**src/logic/hwmon_status_two_pkg.sv**
```systemverilog
package hwmon_status_two_pkg;

  // ------------------------------------------------------------
  // Register map (word indices; byte address is word index times four)
  // ------------------------------------------------------------
  localparam logic [7:0] IDX_STATUS_TWO  = 8'h42;
  localparam logic [7:0] IDX_FAN_ENABLE  = 8'h80;
  localparam logic [7:0] IDX_TEMP_ENABLE = 8'h82;
  localparam logic [7:0] IDX_CONTROL     = 8'hc0;
  localparam logic [7:0] IDX_IRQ_STATUS  = 8'hc1;
  localparam logic [7:0] IDX_IRQ_MASK    = 8'hc2;
  localparam logic [7:0] IDX_DIODE_ONE   = 8'hc3;
  localparam logic [7:0] IDX_DIODE_TWO   = 8'hc4;
  localparam int         ADDR_W          = 10;

  // ------------------------------------------------------------
  // Field positions
  // ------------------------------------------------------------
  localparam int BIT_12V       = 0;
  localparam int BIT_FAN_ONE   = 2;
  localparam int BIT_FAN_TWO   = 3;
  localparam int BIT_FAN_THREE = 4;
  localparam int BIT_DIODE_ONE = 6;
  localparam int BIT_DIODE_TWO = 7;
  localparam int BIT_START     = 0;
  localparam int BIT_FAN_GROUP = 1;
  localparam int BIT_TEMP_GRP  = 2;
  localparam int BIT_IRQ_GATE  = 3;
  // Fan enables in bits 2..4 of the fan enable register
  localparam int FAN_EN_LSB    = 2;
  // Diode limit error enables: bit 0 diode one, bit 2 diode two
  localparam int DIODE1_EN_BIT = 0;
  localparam int DIODE2_EN_BIT = 2;

  // ------------------------------------------------------------
  // Reset values and constants
  // ------------------------------------------------------------
  localparam logic [7:0] STATUS_RST     = 8'h00;
  localparam logic [7:0] STATUS_WMASK   = 8'hdc;
  localparam logic [7:0] ENABLE_RST     = 8'h00;
  localparam logic [7:0] DIODE_FORCE    = 8'h80;
  localparam logic [2:0] IRQ_RST        = 3'h0;

endpackage

```
**src/logic/hwmon_status_two.sv**
```systemverilog
// How it works
// RULE1: Status register returns to zero on rising main supply power good.
// RULE2: Writing one clears a bit only once its event ended; zero does nothing.
// RULE3: Fan slow flags bits 2..4 set when tach reading exceeds its minimum.
// RULE4: With start and a diode fault, diode reading forced to 80h.
// RULE5: Diode fault flags bits 6 and 7 set on short or open diode.
// RULE6: Flags stay set until written one or individual enable cleared.
// RULE7: Diode fault flag ignores write-one clears while fault persists.
// RULE8: No flag sets when start or its enable is zero.
// RULE9: Enable cleared while start is one clears the flag at once.
// RULE10: Enable cleared while start zero waits; flag clears when start rises.
// RULE11: Start rising with enable zero clears flag; with enable one no change.
// RULE12: Group enables and global interrupt gate never touch flags.
// RULE13: Fan flags gated by register 80h, diode flags by register 82h.
// RULE14: Read-only bit 0 shows 12V reading out of its limits while start is one.
// RULE15: Reserved bits read zero and ignore writes.
// RULE16: Summary flag set while any flag here is set.
module hwmon_status_two #(
  parameter int FLAG_W = 8
) (
  input  wire logic        sys_clk,
  input  wire logic        rstn,
  input  wire logic [9:0]  avs_address,
  input  wire logic        avs_read,
  input  wire logic        avs_write,
  input  wire logic [31:0] avs_writedata,
  input  wire logic [3:0]  avs_byteenable,
  output logic      [31:0] avs_readdata,
  output logic             avs_waitrequest,
  input  wire logic        main_supply_power_good,
  input  wire logic        volt12_out_of_limit,
  input  wire logic [2:0]  fan_slow_event,
  input  wire logic        diode_one_fault,
  input  wire logic        diode_two_fault,
  input  wire logic [7:0]  diode_one_meas,
  input  wire logic [7:0]  diode_two_meas,
  output logic      [7:0]  diode_one_reading,
  output logic      [7:0]  diode_two_reading,
  output logic             second_group_summary_flag,
  output logic             global_irq_gate,
  output logic             irq
);

  // ------------------------------------------------------------
  // Pin synchronisers (three stages, second and third agree)
  // ------------------------------------------------------------
  logic [6:0] pin_s1_q, pin_s2_q, pin_s3_q, pin_q;
  logic [6:0] pin_raw;
  assign pin_raw = {diode_two_fault, diode_one_fault, fan_slow_event,
                    volt12_out_of_limit, main_supply_power_good};

  // Sync chain and agreement filter
  always_ff @(posedge sys_clk or negedge rstn) begin
    if (!rstn) begin
      pin_s1_q <= 7'h00;
      pin_s2_q <= 7'h00;
      pin_s3_q <= 7'h00;
      pin_q    <= 7'h00;
    end else begin
      pin_s1_q <= pin_raw;
      pin_s2_q <= pin_s1_q;
      pin_s3_q <= pin_s2_q;
      for (int i = 0; i < 7; i++) begin
        if (pin_s2_q[i] == pin_s3_q[i]) begin
          pin_q[i] <= pin_s3_q[i];
        end
      end
    end
  end

  logic       pgood, pgood_prev_q, pgood_rise;
  logic       v12_evt;
  logic [2:0] fan_evt;
  logic [1:0] diode_evt;
  assign pgood     = pin_q[0];
  assign v12_evt   = pin_q[1];
  assign fan_evt   = pin_q[4:2];
  assign diode_evt = pin_q[6:5];
  // RULE1 power good edge
  assign pgood_rise = pgood & ~pgood_prev_q;

  // ------------------------------------------------------------
  // Control registers
  // ------------------------------------------------------------
  logic [7:0] fan_en_q, temp_en_q, ctrl_q;
  logic [2:0] irq_sts_q, irq_mask_q;
  logic       start_prev_q;
  logic [7:0] status_q;

  logic       wr_acc;
  logic [7:0] wbyte, reg_idx;
  assign wr_acc  = avs_write & ~avs_waitrequest & avs_byteenable[0];
  assign wbyte   = avs_writedata[7:0];
  assign reg_idx = avs_address[9:2];

  function automatic logic hit(input logic [7:0] idx, input logic [7:0] ref_idx);
    return idx == ref_idx;
  endfunction

  // Software writable configuration
  always_ff @(posedge sys_clk or negedge rstn) begin
    if (!rstn) begin
      fan_en_q   <= hwmon_status_two_pkg::ENABLE_RST;
      temp_en_q  <= hwmon_status_two_pkg::ENABLE_RST;
      ctrl_q     <= hwmon_status_two_pkg::ENABLE_RST;
      irq_mask_q <= hwmon_status_two_pkg::IRQ_RST;
    end else if (wr_acc) begin
      if (hit(reg_idx, hwmon_status_two_pkg::IDX_FAN_ENABLE)) fan_en_q <= wbyte;
      if (hit(reg_idx, hwmon_status_two_pkg::IDX_TEMP_ENABLE)) temp_en_q <= wbyte;
      if (hit(reg_idx, hwmon_status_two_pkg::IDX_CONTROL)) ctrl_q <= {4'h0, wbyte[3:0]};
      if (hit(reg_idx, hwmon_status_two_pkg::IDX_IRQ_MASK)) irq_mask_q <= wbyte[2:0];
    end
  end

  logic start;
  assign start = ctrl_q[hwmon_status_two_pkg::BIT_START];

  // ------------------------------------------------------------
  // Status flag logic
  // ------------------------------------------------------------
  // RULE13 enable mapping per flag
  logic [7:0] flag_en, flag_evt, flag_wc, wc_req;
  always_comb begin
    flag_en = 8'h00;
    flag_en[hwmon_status_two_pkg::BIT_12V] = 1'b1;
    flag_en[hwmon_status_two_pkg::BIT_FAN_THREE:hwmon_status_two_pkg::BIT_FAN_ONE] =
      fan_en_q[hwmon_status_two_pkg::FAN_EN_LSB +: 3];
    flag_en[hwmon_status_two_pkg::BIT_DIODE_ONE] = temp_en_q[hwmon_status_two_pkg::DIODE1_EN_BIT];
    flag_en[hwmon_status_two_pkg::BIT_DIODE_TWO] = temp_en_q[hwmon_status_two_pkg::DIODE2_EN_BIT];
    flag_evt = 8'h00;
    flag_evt[hwmon_status_two_pkg::BIT_12V] = v12_evt;
    // RULE3 fan slow events
    flag_evt[hwmon_status_two_pkg::BIT_FAN_THREE:hwmon_status_two_pkg::BIT_FAN_ONE] = fan_evt;
    // RULE5 diode short or open
    flag_evt[hwmon_status_two_pkg::BIT_DIODE_ONE] = diode_evt[0];
    flag_evt[hwmon_status_two_pkg::BIT_DIODE_TWO] = diode_evt[1];
  end

  // RULE2 RULE7 RULE15 write one clears ended events only
  assign wc_req  = (wr_acc && hit(reg_idx, hwmon_status_two_pkg::IDX_STATUS_TWO)) ?
                   (wbyte & hwmon_status_two_pkg::STATUS_WMASK) : 8'h00;
  assign flag_wc = wc_req & ~flag_evt;

  logic       start_rise;
  logic [7:0] status_d;
  assign start_rise = start & ~start_prev_q;

  // Next status value, set wins over clear
  always_comb begin
    status_d = status_q;
    // RULE6 sticky hold, write clear
    status_d = status_d & ~flag_wc;
    // RULE9 RULE10 RULE11 enable clear only with start
    if (start) begin
      status_d = status_d & flag_en;
    end
    // RULE8 set only with start and enable
    if (start) begin
      status_d = status_d | (flag_evt & flag_en);
    end
    // RULE14 12V bit is a read-only live indication
    status_d[hwmon_status_two_pkg::BIT_12V] = start & v12_evt;
    status_d[1] = 1'b0;
    status_d[5] = 1'b0;
  end

  // Status register, cleared on power good rise
  always_ff @(posedge sys_clk or negedge rstn) begin
    if (!rstn) begin
      status_q     <= hwmon_status_two_pkg::STATUS_RST;
      pgood_prev_q <= 1'b0;
      start_prev_q <= 1'b0;
    end else begin
      pgood_prev_q <= pgood;
      start_prev_q <= start;
      // RULE1 reset on power good rise
      if (pgood_rise) begin
        status_q <= hwmon_status_two_pkg::STATUS_RST;
      end else begin
        status_q <= status_d;
      end
    end
  end

  // ------------------------------------------------------------
  // Readings and outputs
  // ------------------------------------------------------------
  // Diode readings, forced on fault while started
  always_ff @(posedge sys_clk or negedge rstn) begin
    if (!rstn) begin
      diode_one_reading <= 8'h00;
      diode_two_reading <= 8'h00;
    end else begin
      // RULE4 force fault reading
      diode_one_reading <= (start && diode_evt[0]) ?
                           hwmon_status_two_pkg::DIODE_FORCE : diode_one_meas;
      diode_two_reading <= (start && diode_evt[1]) ?
                           hwmon_status_two_pkg::DIODE_FORCE : diode_two_meas;
    end
  end

  // Summary and gate outputs
  always_ff @(posedge sys_clk or negedge rstn) begin
    if (!rstn) begin
      second_group_summary_flag <= 1'b0;
      global_irq_gate           <= 1'b0;
    end else begin
      // RULE16 summary follows flags
      second_group_summary_flag <= |status_d & ~pgood_rise;
      // RULE12 gate only drives outward
      global_irq_gate <= ctrl_q[hwmon_status_two_pkg::BIT_IRQ_GATE];
    end
  end

  // ------------------------------------------------------------
  // Block interrupt: sticky events, W1C, masked level
  // ------------------------------------------------------------
  logic [2:0] irq_evt, irq_wc;
  logic [7:0] new_set;
  assign new_set = status_d & ~status_q;
  assign irq_evt = {|new_set[7:6], |new_set[4:2], new_set[0]};
  assign irq_wc  = (wr_acc && hit(reg_idx, hwmon_status_two_pkg::IDX_IRQ_STATUS)) ?
                   wbyte[2:0] : 3'h0;

  // Sticky interrupt status
  always_ff @(posedge sys_clk or negedge rstn) begin
    if (!rstn) begin
      irq_sts_q <= hwmon_status_two_pkg::IRQ_RST;
      irq       <= 1'b0;
    end else begin
      irq_sts_q <= (irq_sts_q & ~irq_wc) | irq_evt;
      irq       <= |(((irq_sts_q & ~irq_wc) | irq_evt) & irq_mask_q);
    end
  end

  // ------------------------------------------------------------
  // Avalon slave: one wait cycle, then answer
  // ------------------------------------------------------------
  logic [7:0] rd_val;
  // Read mux by word index
  always_comb begin
    case (reg_idx)
      hwmon_status_two_pkg::IDX_STATUS_TWO:  rd_val = status_q;
      hwmon_status_two_pkg::IDX_FAN_ENABLE:  rd_val = fan_en_q;
      hwmon_status_two_pkg::IDX_TEMP_ENABLE: rd_val = temp_en_q;
      hwmon_status_two_pkg::IDX_CONTROL:     rd_val = ctrl_q;
      hwmon_status_two_pkg::IDX_IRQ_STATUS:  rd_val = {5'h00, irq_sts_q};
      hwmon_status_two_pkg::IDX_IRQ_MASK:    rd_val = {5'h00, irq_mask_q};
      hwmon_status_two_pkg::IDX_DIODE_ONE:   rd_val = diode_one_reading;
      hwmon_status_two_pkg::IDX_DIODE_TWO:   rd_val = diode_two_reading;
      default:                               rd_val = 8'h00;
    endcase
  end

  // Waitrequest drops one cycle after a request
  always_ff @(posedge sys_clk or negedge rstn) begin
    if (!rstn) begin
      avs_waitrequest <= 1'b1;
      avs_readdata    <= 32'h0000_0000;
    end else begin
      avs_waitrequest <= ~((avs_read | avs_write) & avs_waitrequest);
      if ((avs_read | avs_write) & avs_waitrequest) begin
        avs_readdata <= {24'h000000, rd_val};
      end
    end
  end

  // ------------------------------------------------------------
  // Checks
  // ------------------------------------------------------------
  a_pgood_clears: assert property (@(posedge sys_clk) disable iff (!rstn) // RULE1
    pgood_rise |=> status_q == 8'h00) else $error("status not cleared on power good");
  a_wc_blocked: assert property (@(posedge sys_clk) disable iff (!rstn) // RULE7
    status_q[7] && diode_evt[1] && !pgood_rise &&
    !(start && !flag_en[hwmon_status_two_pkg::BIT_DIODE_TWO]) |=> status_q[7])
    else $error("diode two flag lost during fault");
  a_no_set_stopped: assert property (@(posedge sys_clk) disable iff (!rstn) // RULE8
    !start && !status_q[2] && !pgood_rise |=> !status_q[2])
    else $error("fan flag set while stopped");
  a_en_clear_now: assert property (@(posedge sys_clk) disable iff (!rstn) // RULE9
    start && !flag_en[3] |=> !status_q[3]) else $error("flag kept with enable off");
  a_hold_stopped: assert property (@(posedge sys_clk) disable iff (!rstn) // RULE10
    !start && status_q[2] && !wc_req[2] && !pgood_rise |=> status_q[2])
    else $error("flag lost while stopped");
  // Fan flag gone after a granted write one
  a_fan_w1c: assert property (@(posedge sys_clk) disable iff (!rstn) // RULE2
    flag_wc[2] && !pgood_rise |=> !status_q[2])
    else $error("fan one flag kept after clear");
  a_fan_set: assert property (@(posedge sys_clk) disable iff (!rstn) // RULE3
    start && fan_evt[0] && fan_en_q[2] && !pgood_rise |=> status_q[2])
    else $error("fan one flag not set");
  a_diode_force: assert property (@(posedge sys_clk) disable iff (!rstn) // RULE4
    start && diode_evt[0] |=> diode_one_reading == 8'h80) else $error("reading not forced");
  a_reserved_zero: assert property (@(posedge sys_clk) disable iff (!rstn) // RULE15
    status_q[1] == 1'b0 && status_q[5] == 1'b0) else $error("reserved bit set");
  a_summary_link: assert property (@(posedge sys_clk) disable iff (!rstn) // RULE16
    second_group_summary_flag == (|status_q)) else $error("summary mismatch");
  c_fan_set: cover property (@(posedge sys_clk) disable iff (!rstn) $rose(status_q[2]));
  c_diode_wc: cover property (@(posedge sys_clk) disable iff (!rstn) $fell(status_q[6]));
  c_start_rise: cover property (@(posedge sys_clk) disable iff (!rstn) start_rise);
  c_irq: cover property (@(posedge sys_clk) disable iff (!rstn) $rose(irq));

endmodule

```
**config.mk**
```make
export PLATFORM = sky130hd
export DESIGN_NAME = hwmon_status_two
export DESIGN_NICKNAME = d
export VERILOG_FILES = /design/src/logic/hwmon_status_two_pkg.sv /design/src/logic/hwmon_status_two.sv
export SDC_FILE = /design/constraint.sdc
export NUM_CORES = 1
export LEC_CHECK = 0
export ABC_CLOCK_PERIOD_IN_PS = 2400
export BUFFER_PORTS_ARGS = -buffer_cell sky130_fd_sc_hd__buf_2
export CAP_MARGIN = 20
export CELL_PAD_IN_SITES_DETAIL_PLACEMENT = 0
export CELL_PAD_IN_SITES_GLOBAL_PLACEMENT = 1
export CORE_AREA = 5 5 100 112
export CTS_BUF_LIST = sky130_fd_sc_hd__clkbuf_4 sky130_fd_sc_hd__clkbuf_8
export CTS_CLUSTER_SIZE = 14
export DETAILED_ROUTE_END_ITERATION = 10
export DIE_AREA = 0 0 105 117
export PLACE_DENSITY_LB_ADDON = 0.1
export SLEW_MARGIN = 40
export SYNTH_ARGS = -nofsm -noshare
export SYNTH_HDL_FRONTEND = slang
export SYNTH_SLANG_ARGS = --single-unit
```
**constraint.sdc**
```tcl
create_clock -name sys_clk -period 2.4 [get_ports sys_clk]
set_clock_uncertainty 0.05 [all_clocks]
set_input_delay 0.36 -clock sys_clk [delete_from_list [all_inputs] [get_ports sys_clk]]
set_output_delay 0.36 -clock sys_clk [all_outputs]
set_load 0.005 [all_outputs]
```
; ---- Word-level counts from Yosys, hierarchy flattened
; Cells that the tools add are included.
[classes]
n_reduce_logical = 12
order_cmp = 0
div = 0
n_addsub = 0
n_mux = 8
shifts = 0
eq_ne = 15
bitwise = 24
multipliers = 0
[op_table]
columns = op, n
row1 = one-hot mux 8 bit (8 select lines), 1
row2 = == test 8 bit (second input constant), 7
row3 = 2-to-1 mux 8 bit, 6
row4 = bitwise AND 8 bit, 5
row5 = inverter 8 bit, 3
row6 = == test 8 x 7 -> 1 bit (second input constant), 1
row7 = OR 8 bit, 1
row8 = AND reduction 2 bit, 4
row9 = == test 1 bit, 7
row10 = bitwise AND 1 bit, 6
row11 = bitwise AND 3 bit, 2
row12 = OR reduction 3 bit, 2
row13 = OR reduction 6 bit, 1
row14 = logical AND 1 bit, 4
row15 = inverter 1 bit, 4
row16 = 2-to-1 mux 3 bit, 1
row17 = inverter 3 bit, 1
row18 = OR 3 bit, 1
row19 = OR reduction 2 bit, 1
row20 = OR 1 bit, 1
[word_totals]
word_cells = 83
latch_bits = 0
reg_bits = 91
mem_count = 0
mem_bits_ro = 0
mem_bits_rw = 0
out_inout_bits = 52

; ---- Logic depth before layout (Yosys ltp)
; Gate-level depths: netlist (run 1).
[logic_depth]
word_depth = 17
ltp_mapped = 7

; ---- Least setup slack after synthesis (run 1)
; No wires, ideal clock.
[synth_timing]
path_type = input -> register
start = in avs_address[5]
end = reg irq
n_path_buf = 2
arrival_time_ns = 1.658
slack_ns = 0.568
cell_stages = 7
setup_time_ns = 0.124
path_cell_list = buf_4 or3b_1 buf_2 nor4_4 and3b_1 o21ai_1 a211o_1
[synth_via]
elab_chain_cells = 15
word_cells_on_any_way = 21
[synth_lines]
columns = element, line_no
row1 = from (decl), hwmon_status_two.sv:23  ; input wire logic [9:0] avs_address,
row2 = == test 8 x 7 -> 1 bit, hwmon_status_two.sv:97  ; return idx == ref_idx;
row3 = logical AND 1 bit, hwmon_status_two.sv:140  ; assign wc_req = (wr_acc && hit(reg_idx, hwmon_status_two_pkg::IDX_STATUS_TWO)) ?
row4 = 2-to-1 mux 8 bit, hwmon_status_two.sv:140
row5 = bitwise AND 8 bit, hwmon_status_two.sv:142  ; assign flag_wc = wc_req & ~flag_evt;
row6 = inverter 8 bit, hwmon_status_two.sv:152  ; status_d = status_d & ~flag_wc;
row7 = bitwise AND 8 bit, hwmon_status_two.sv:152
row8 = bitwise AND 8 bit, hwmon_status_two.sv:155  ; status_d = status_d & flag_en;
row9 = 2-to-1 mux 8 bit, hwmon_status_two.sv:154  ; if (start) begin
row10 = OR 8 bit, hwmon_status_two.sv:159  ; status_d = status_d | (flag_evt & flag_en);
row11 = 2-to-1 mux 8 bit, hwmon_status_two.sv:158  ; if (start) begin
row12 = bitwise AND 8 bit, hwmon_status_two.sv:220  ; assign new_set = status_d & ~status_q;
row13 = OR reduction 3 bit or OR reduction 2 bit (tied branches), hwmon_status_two.sv:221  ; assign irq_evt = {|new_set[7:6], |new_set[4:2], new_set[0]};
row14 = OR 3 bit *, hwmon_status_two.sv:232  ; irq <= |(((irq_sts_q & ~irq_wc) | irq_evt) & irq_mask_q);
row15 = bitwise AND 3 bit *, hwmon_status_two.sv:232
row16 = OR reduction 3 bit *, hwmon_status_two.sv:232
row17 = to (signal assigned), hwmon_status_two.sv:232
row18 = to (decl), hwmon_status_two.sv:41  ; output logic irq
; Mark *: on every way between the ends. The rest lies on a longest branch, timed or not.
; A chain may end at the register's enable or synchronous reset.

; ---- Final worst setup path (run 1)
[layout_timing]
start = reg ctrl_q[0]
end = reg irq
[layout_via]
elab_chain_cells = 8
word_cells_on_any_way = 10
[layout_lines]
columns = element, line_no
row1 = from (decl), hwmon_status_two.sv:85  ; logic [7:0] fan_en_q, temp_en_q, ctrl_q;
row2 = from (signal assigned), hwmon_status_two.sv:105  ; ctrl_q <= hwmon_status_two_pkg::ENABLE_RST;
row3 = from (signal assigned), hwmon_status_two.sv:110  ; if (hit(reg_idx, hwmon_status_two_pkg::IDX_CONTROL)) ctrl_q <= {4'h0, wbyte[3:0]};
row4 = 2-to-1 mux 8 bit, hwmon_status_two.sv:154
row5 = OR 8 bit, hwmon_status_two.sv:159
row6 = 2-to-1 mux 8 bit, hwmon_status_two.sv:158
row7 = bitwise AND 8 bit *, hwmon_status_two.sv:220
row8 = OR reduction 3 bit or OR reduction 2 bit (tied branches), hwmon_status_two.sv:221
row9 = OR 3 bit *, hwmon_status_two.sv:232
row10 = bitwise AND 3 bit *, hwmon_status_two.sv:232
row11 = OR reduction 3 bit *, hwmon_status_two.sv:232
; Marks and branches as above.

==> metrics.txt, run 1 <==
Final Instance Count excl. Fillers 548; Seq/Total Area, Yosys 56.2%; MaxCap Viol Count 0; Inserted Clock Buffers 9; Final period util 77.6%; Synth Warn # 0; mapped cell area 0.00396 mm^2; Top FF cell, synth dfrtp_1; CTS tree built; CP arrival 2120 ps; Rows 39; IO Port Bufs 71; Layout area overhead 17.1%; max frequency 537 MHz; num ports 125; Die Y 117 um; Cell Pwr Density 624 mW/mm^2; critical path capture point type flip-flop; # fillers 968; Setup Crit Path Kind flip-flop to flip-flop; Post-route DRC 0; status completed; register bit count reported by yosys 89; clk sinks 89; Synth async-reset ratio 100%; worst setup slack after placement 347 ps; antenna diode count 0; P_leak 2.23 nW; Slew HR 47.7%; max-slew violations 0; die area 0.0123 mm^2; mean area per synthesized cell 11.9 um^2; Iter 0 DRT Violations 132; Die W 105 um; DRT antenna net count 0; vias 2750; Core Util, Final 46.2%; dpl cells 531; Final Worst Setup Slack 537 ps; placed wire-length estimate 7450 um; postcts setup bufs 0; clk slew on worst S/H paths 90 ps; most frequent cells in the layout dfrtp_1, buf_2, conb_1, nor2_1, and2_1; CTS root buf clkbuf_8; Max Root-Sink Buffers 2; vias in the first global route 2707; CP required 2650 ps; post-synth cell types 61; initial antenna violation count 0; Vias/cell 5.02; routability-driven placement congestion ratio 0.848; largest net degree at the start of global routing 53; total track usage 16.3%; area of the multi-input gates 0.00155 mm^2; crit path time final 1860 ps; first-pass GRT wire length 15200 um; wirelength, routed 9910 um; Final Hold Vio Count 0; CTS H-tree depth 3; Reg area 0.00223 mm^2; grt total ovfl 0; Wirelength per Cell 18.1 um; Hold Crit Class input pin to flip-flop; Worst-Margin Slew 775 ps; CP Max Fanout 18; EDFF count, synth 0; commonest non-fill, non-tap cell in the layout dfrtp_1; layout cells sized above 1 32.2%; Peak VDD IR 0.278 mV; Setup TNS 0 ps; Gate Count Post-Synth 332; Nets 493; final setup vio count 0; Clock Latency Late Sink 370 ps; CP Launch Type flip-flop; TritonRoute pass-1 iters 4; floorplan core area 0.0101 mm^2; Initial Util 39.4%; Pwr Total 0.00290 W; unrepaired setup endpoints after global routing no
## cell families after synthesis
kind of cell | Yosys count | share of synthesized area [%]
buffers and inverters | 43 | 6.91
adder cells (fa/ha/maj) | 7 | 1.77
flip-flops | 89 | 56.2
AO/OA/AOI/OAI | 70 | 11.7
AND/OR/NAND/NOR | 94 | 14.8
other | 1 | 0.0946
multiplexers | 28 | 8.43
## power by group
group,internal [W],switching [W]
clock network,0.000385,0.000568
registers,0.00158,0.0000534
logic,0.000139,0.000170
## cell usage after synthesis, types with 2 or more instances
cell      count  area, um^2
and2_1       17         106
nand3b_1      3        22.5
clkbuf_1      4        15.0
o21ai_1       4        20.0
nor2b_1       4        25.0
nand2b_1      7        43.8
buf_4        25         188
buf_6         2        22.5
a21oi_1      16        80.1
nand3_1       4        20.0
o21a_1        2        15.0
nand2_1      16        60.1
nor2_1       21        78.8
a22oi_1       6        45.0
a221oi_1      2        17.5
mux2_4        7         105
inv_1         8        30.0
a22o_1        7        61.3
buf_2         3        15.0
a31oi_1       3        18.8
a211oi_1      3        22.5
mux2_2       14         158
o21ai_0      12        60.1
and3_1        4        25.0
nor3_1        2        10.0
o22ai_1       3        18.8
maj3_1        7        70.1
mux2i_1       6        60.1
dfrtp_1      88        2200
## flip-flops by register name (all words and copies together), names as in the netlist, 4 cells and up
| signal | flops |
|---|---|
| avs_readdata | 8 |
| ctrl_q | 4 |
| diode_one_reading | 8 |
| diode_two_reading | 8 |
| fan_en_q | 8 |
| pin_q | 7 |
| pin_s1_q | 7 |
| pin_s2_q | 7 |
| pin_s3_q | 7 |
| status_q | 6 |
| temp_en_q | 8 |
## routing by layer
metal / vias to the layer above / GRT usage (%) / routed length [um]
met4: 0 / 5.88 / 114
li1: 1305 / - / -
met5: - / 0 / 0
met1: 1356 / 22.4 / 4550
met3: 8 / 3.89 / 618
met2: 81 / 25.3 / 4630
## timing repair
action	CTS	global route
gates resized for setup	0	0
hold buffers	1	0
endpoints found under the hold margin	50	0
## area by class of cell
type                       count  share of cell area, %
clock buffer                   9                   2.67
clock inverter                 7                   1.13
inverter                       9                  0.728
multi-input combinational    223                   33.4
sequential                    89                   48.0
tap                          123                   3.32
timing repair buffer          88                   10.8
## stage by stage
stage | area (um^2) | hold slack [ps]
2_1_floorplan | 4050 | 14.4
5_1_grt | 4640 | 26.9
4_1_cts | 4640 | 22.9
6_report | 4640 | 38.8
3_3_place_gp | 4450 | 283
3_5_place_dp | 4450 | 286
## worst paths after layout
| check | slack (ps) | cells past startpoint | startpoint | endpoint |
|---|---|---|---|---|
| hold reg to reg | 300 | 0 | pin_s1_q[3]$_DFF_PN0_ | pin_s2_q[3]$_DFF_PN0_ |
| min in group asynchronous | 510 | 2 | rstn | pin_q[3]$_DFFE_PN0N_ |
| setup / recovery | 540 | 5 | ctrl_q[0]$_DFFE_PN0P_ | irq$_DFF_PN0_ |
| hold / removal | 40 | 1 | diode_one_fault | pin_s1_q[5]$_DFF_PN0_ |
| max in group asynchronous | 1120 | 3 | rstn | avs_readdata[7]$_DFFE_PN0P_ |
| setup reg to reg | 540 | 5 | ctrl_q[0]$_DFFE_PN0P_ | irq$_DFF_PN0_ |
## critical path, cell delays in order, from the launching register on
cell and delay (ps):
dfrtp_1 730, nand2_1 140, o32ai_1 360, nor2_1 70
a21oi_1 260, a211o_1 180
Note: power is estimated with default switching activity, not from simulation.
==> run 2: changes to the inputs <==
--- a/config.mk
+++ b/config.mk
@@ -5,7 +5,7 @@
 export SDC_FILE = /design/constraint.sdc
 export NUM_CORES = 1
 export LEC_CHECK = 0
-export ABC_CLOCK_PERIOD_IN_PS = 2400
+export ABC_CLOCK_PERIOD_IN_PS = 1730
 export BUFFER_PORTS_ARGS = -buffer_cell sky130_fd_sc_hd__buf_2
 export CAP_MARGIN = 20
 export CELL_PAD_IN_SITES_DETAIL_PLACEMENT = 0
==> constraint.sdc (replaced) <==
create_clock -name sys_clk -period 1.73 [get_ports sys_clk]
set_clock_uncertainty 0.05 [all_clocks]
set_input_delay 0.2595 -clock sys_clk [delete_from_list [all_inputs] [get_ports sys_clk]]
set_output_delay 0.2595 -clock sys_clk [all_outputs]
set_load 0.005 [all_outputs]
==> run 2 against run 1 <==
Count of clock-buffer cells in the layout stayed put. Core utilization rose by 3.9 points. Total power increased by 48%. Hold slack worse by 22 ps. Cell area is 8.5% higher. First-iteration DRC count is 6.1% lower. Die area unchanged. Global-route usage rose by 0.91 points. Via count increased by 5.6%.
==> metrics.txt, run 2 (synthesis gave the netlist of run 1 again) <==
IO Port Bufs 71; crit path launch avs_waitrequest$_DFF_PN1_; TritonRoute pass-1 iters 4; total track usage 17.2%; Final period util 98.8%; vias 2903; R2R Path End fan_en_q[3]$_DFFE_PN0P_; max frequency 585 MHz; critical path capture point type flip-flop; first-pass GRT wire length 16000 um; r2r startpoint avs_waitrequest$_DFF_PN1_; grt total ovfl 0; DRT antenna net count 0; critical path cell sequence nand3b_1 -> buf_6 -> buf_12 -> nor2_4 -> nand2_8 -> mux2_4; worst path bufs/invs 2; Crit path largest cell delay 380 ps; R2R depth 6; die area 0.0123 mm^2; Peak VDD IR 0.500 mV; dpl cells 558; Setup TNS 0 ps; Die Y 117 um; max-slew violations 0; Hold Crit Class input pin to flip-flop; Hold Path Origin diode_two_meas[7]; final setup vio count 0; hold path endpoint diode_two_reading[7]$_DFF_PN0_; Layout area overhead 27.0%; CTS tree built; Setup Crit Path Kind flip-flop to flip-flop; Cell Pwr Density 849 mW/mm^2; Final Instance Count excl. Fillers 584; Max Root-Sink Buffers 2; MaxCap Viol Count 0; reg2reg setup slack 20 ps; Core Util, Final 50.1%; initial antenna violation count 0; antenna diode count 0; Nets 529; status completed; commonest non-fill, non-tap cell in the layout dfrtp_1; Die W 105 um; Rows 39; Final Hold Vio Count 0; P_leak 2.43 nW; floorplan core area 0.0101 mm^2; CP max-delay cell dfstp_2; largest net degree at the start of global routing 30; routability-driven placement congestion ratio 0.845; CTS H-tree depth 3; Clock Latency Late Sink 370 ps; Iter 0 DRT Violations 124; clk slew on worst S/H paths 100 ps; CP Launch Type flip-flop; clk sinks 89; unrepaired setup endpoints after global routing yes; Cells on Worst Hold Path 2; CP Max Fanout 9; wirelength, routed 10200 um; crit path time final 1710 ps; vias in the first global route 2876; Wirelength per Cell 17.4 um; Vias/cell 4.97; placed wire-length estimate 7790 um; # fillers 931; num ports 125; CP required 1930 ps; most frequent cells in the layout dfrtp_1, buf_2, buf_4, conb_1, nor2_1; Post-route DRC 0; delay-heaviest family, CP simple AND/OR/NAND/NOR gates; CTS root buf clkbuf_8; CP arrival 1910 ps; Initial Util 39.4%; WHS 16.7 ps; layout cells sized above 1 36.7%; Inserted Clock Buffers 9
==> run 2: cell types whose count changed in the layout (fill, tap and decap cells not counted), sizes merged <==
| cell | previous run | this run |
|---|---|---|
| buf | 87 | 115 |
| bufinv | 0 | 1 |
| dlygate4sd3 | 1 | 9 |
| clkinv | 4 | 1 |
| inv | 11 | 13 |
==> run 2: per-stage QoR <==
stage,instance area (um^2),power (W),setup slack (ps)
4_1_cts,4980,0.00433,-29.3
6_report,5030,0.00428,20.7
2_1_floorplan,4050,0.00254,-25.7
5_1_grt,5030,0.00449,-21.5
3_3_place_gp,4680,0.00278,-129
3_5_place_dp,4680,0.00279,-173
==> run 2: how the worst max path moves through the flow <==
stage / to / slack, ps / cells past startpoint
finish: fan_en_q[3]$_DFFE_PN0P_ / 20 / 6
global route: fan_en_q[6]$_DFFE_PN0P_ / -20 / 6
CTS: temp_en_q[1]$_DFFE_PN0P_ / -30 / 5
detailed placement: temp_en_q[1]$_DFFE_PN0P_ / -170 / 5
global placement: second_group_summary_flag$_DFF_PN0_ / -130 / 6
floorplan: irq$_DFF_PN0_ / -30 / 5
==> run 2: layout make-up <==
type / count / area [um^2] / share of cell area [%]
clock buffer: 9 / 124 / 2.46
clock inverter: 7 / 81.3 / 1.62
inverter: 9 / 33.8 / 0.671
multi-input combinational: 223 / 1590 / 31.6
sequential: 89 / 2230 / 44.3
tap: 123 / 154 / 3.06
timing repair buffer: 124 / 823 / 16.4
==> run 2: worst reg2reg max path, stage by stage (launching register included) <==
cell and delay (ps):
dfstp_2 380, nand3b_1 240, buf_6 200, buf_12 130, nor2_4 140, nand2_8 130
mux2_4 330
==> run 2: layer usage <==
layer / vias up / global-route usage, % / wire length, um
met5: - / 0 / 0
met4: 0 / 9.04 / 304
met3: 20 / 3.57 / 537
met2: 84 / 26.7 / 4750
met1: 1422 / 22.9 / 4590
li1: 1377 / - / -
==> run 2: repair_timing <==
item                                   4_1_cts  5_1_grt
gates resized for setup                      3        7
endpoints found under the hold margin       33        1
buffers inserted                             0        1
pin swaps                                    1        5
hold buffers                                 8        1
setup endpoints to repair                   16       24
cloned                                       0        0
==> run 2: where the power goes <==
group          switching (W)  internal (W)
Clock               0.000821      0.000694
Sequential         0.0000744       0.00219
Combinational       0.000251      0.000240
Total                0.00115       0.00313
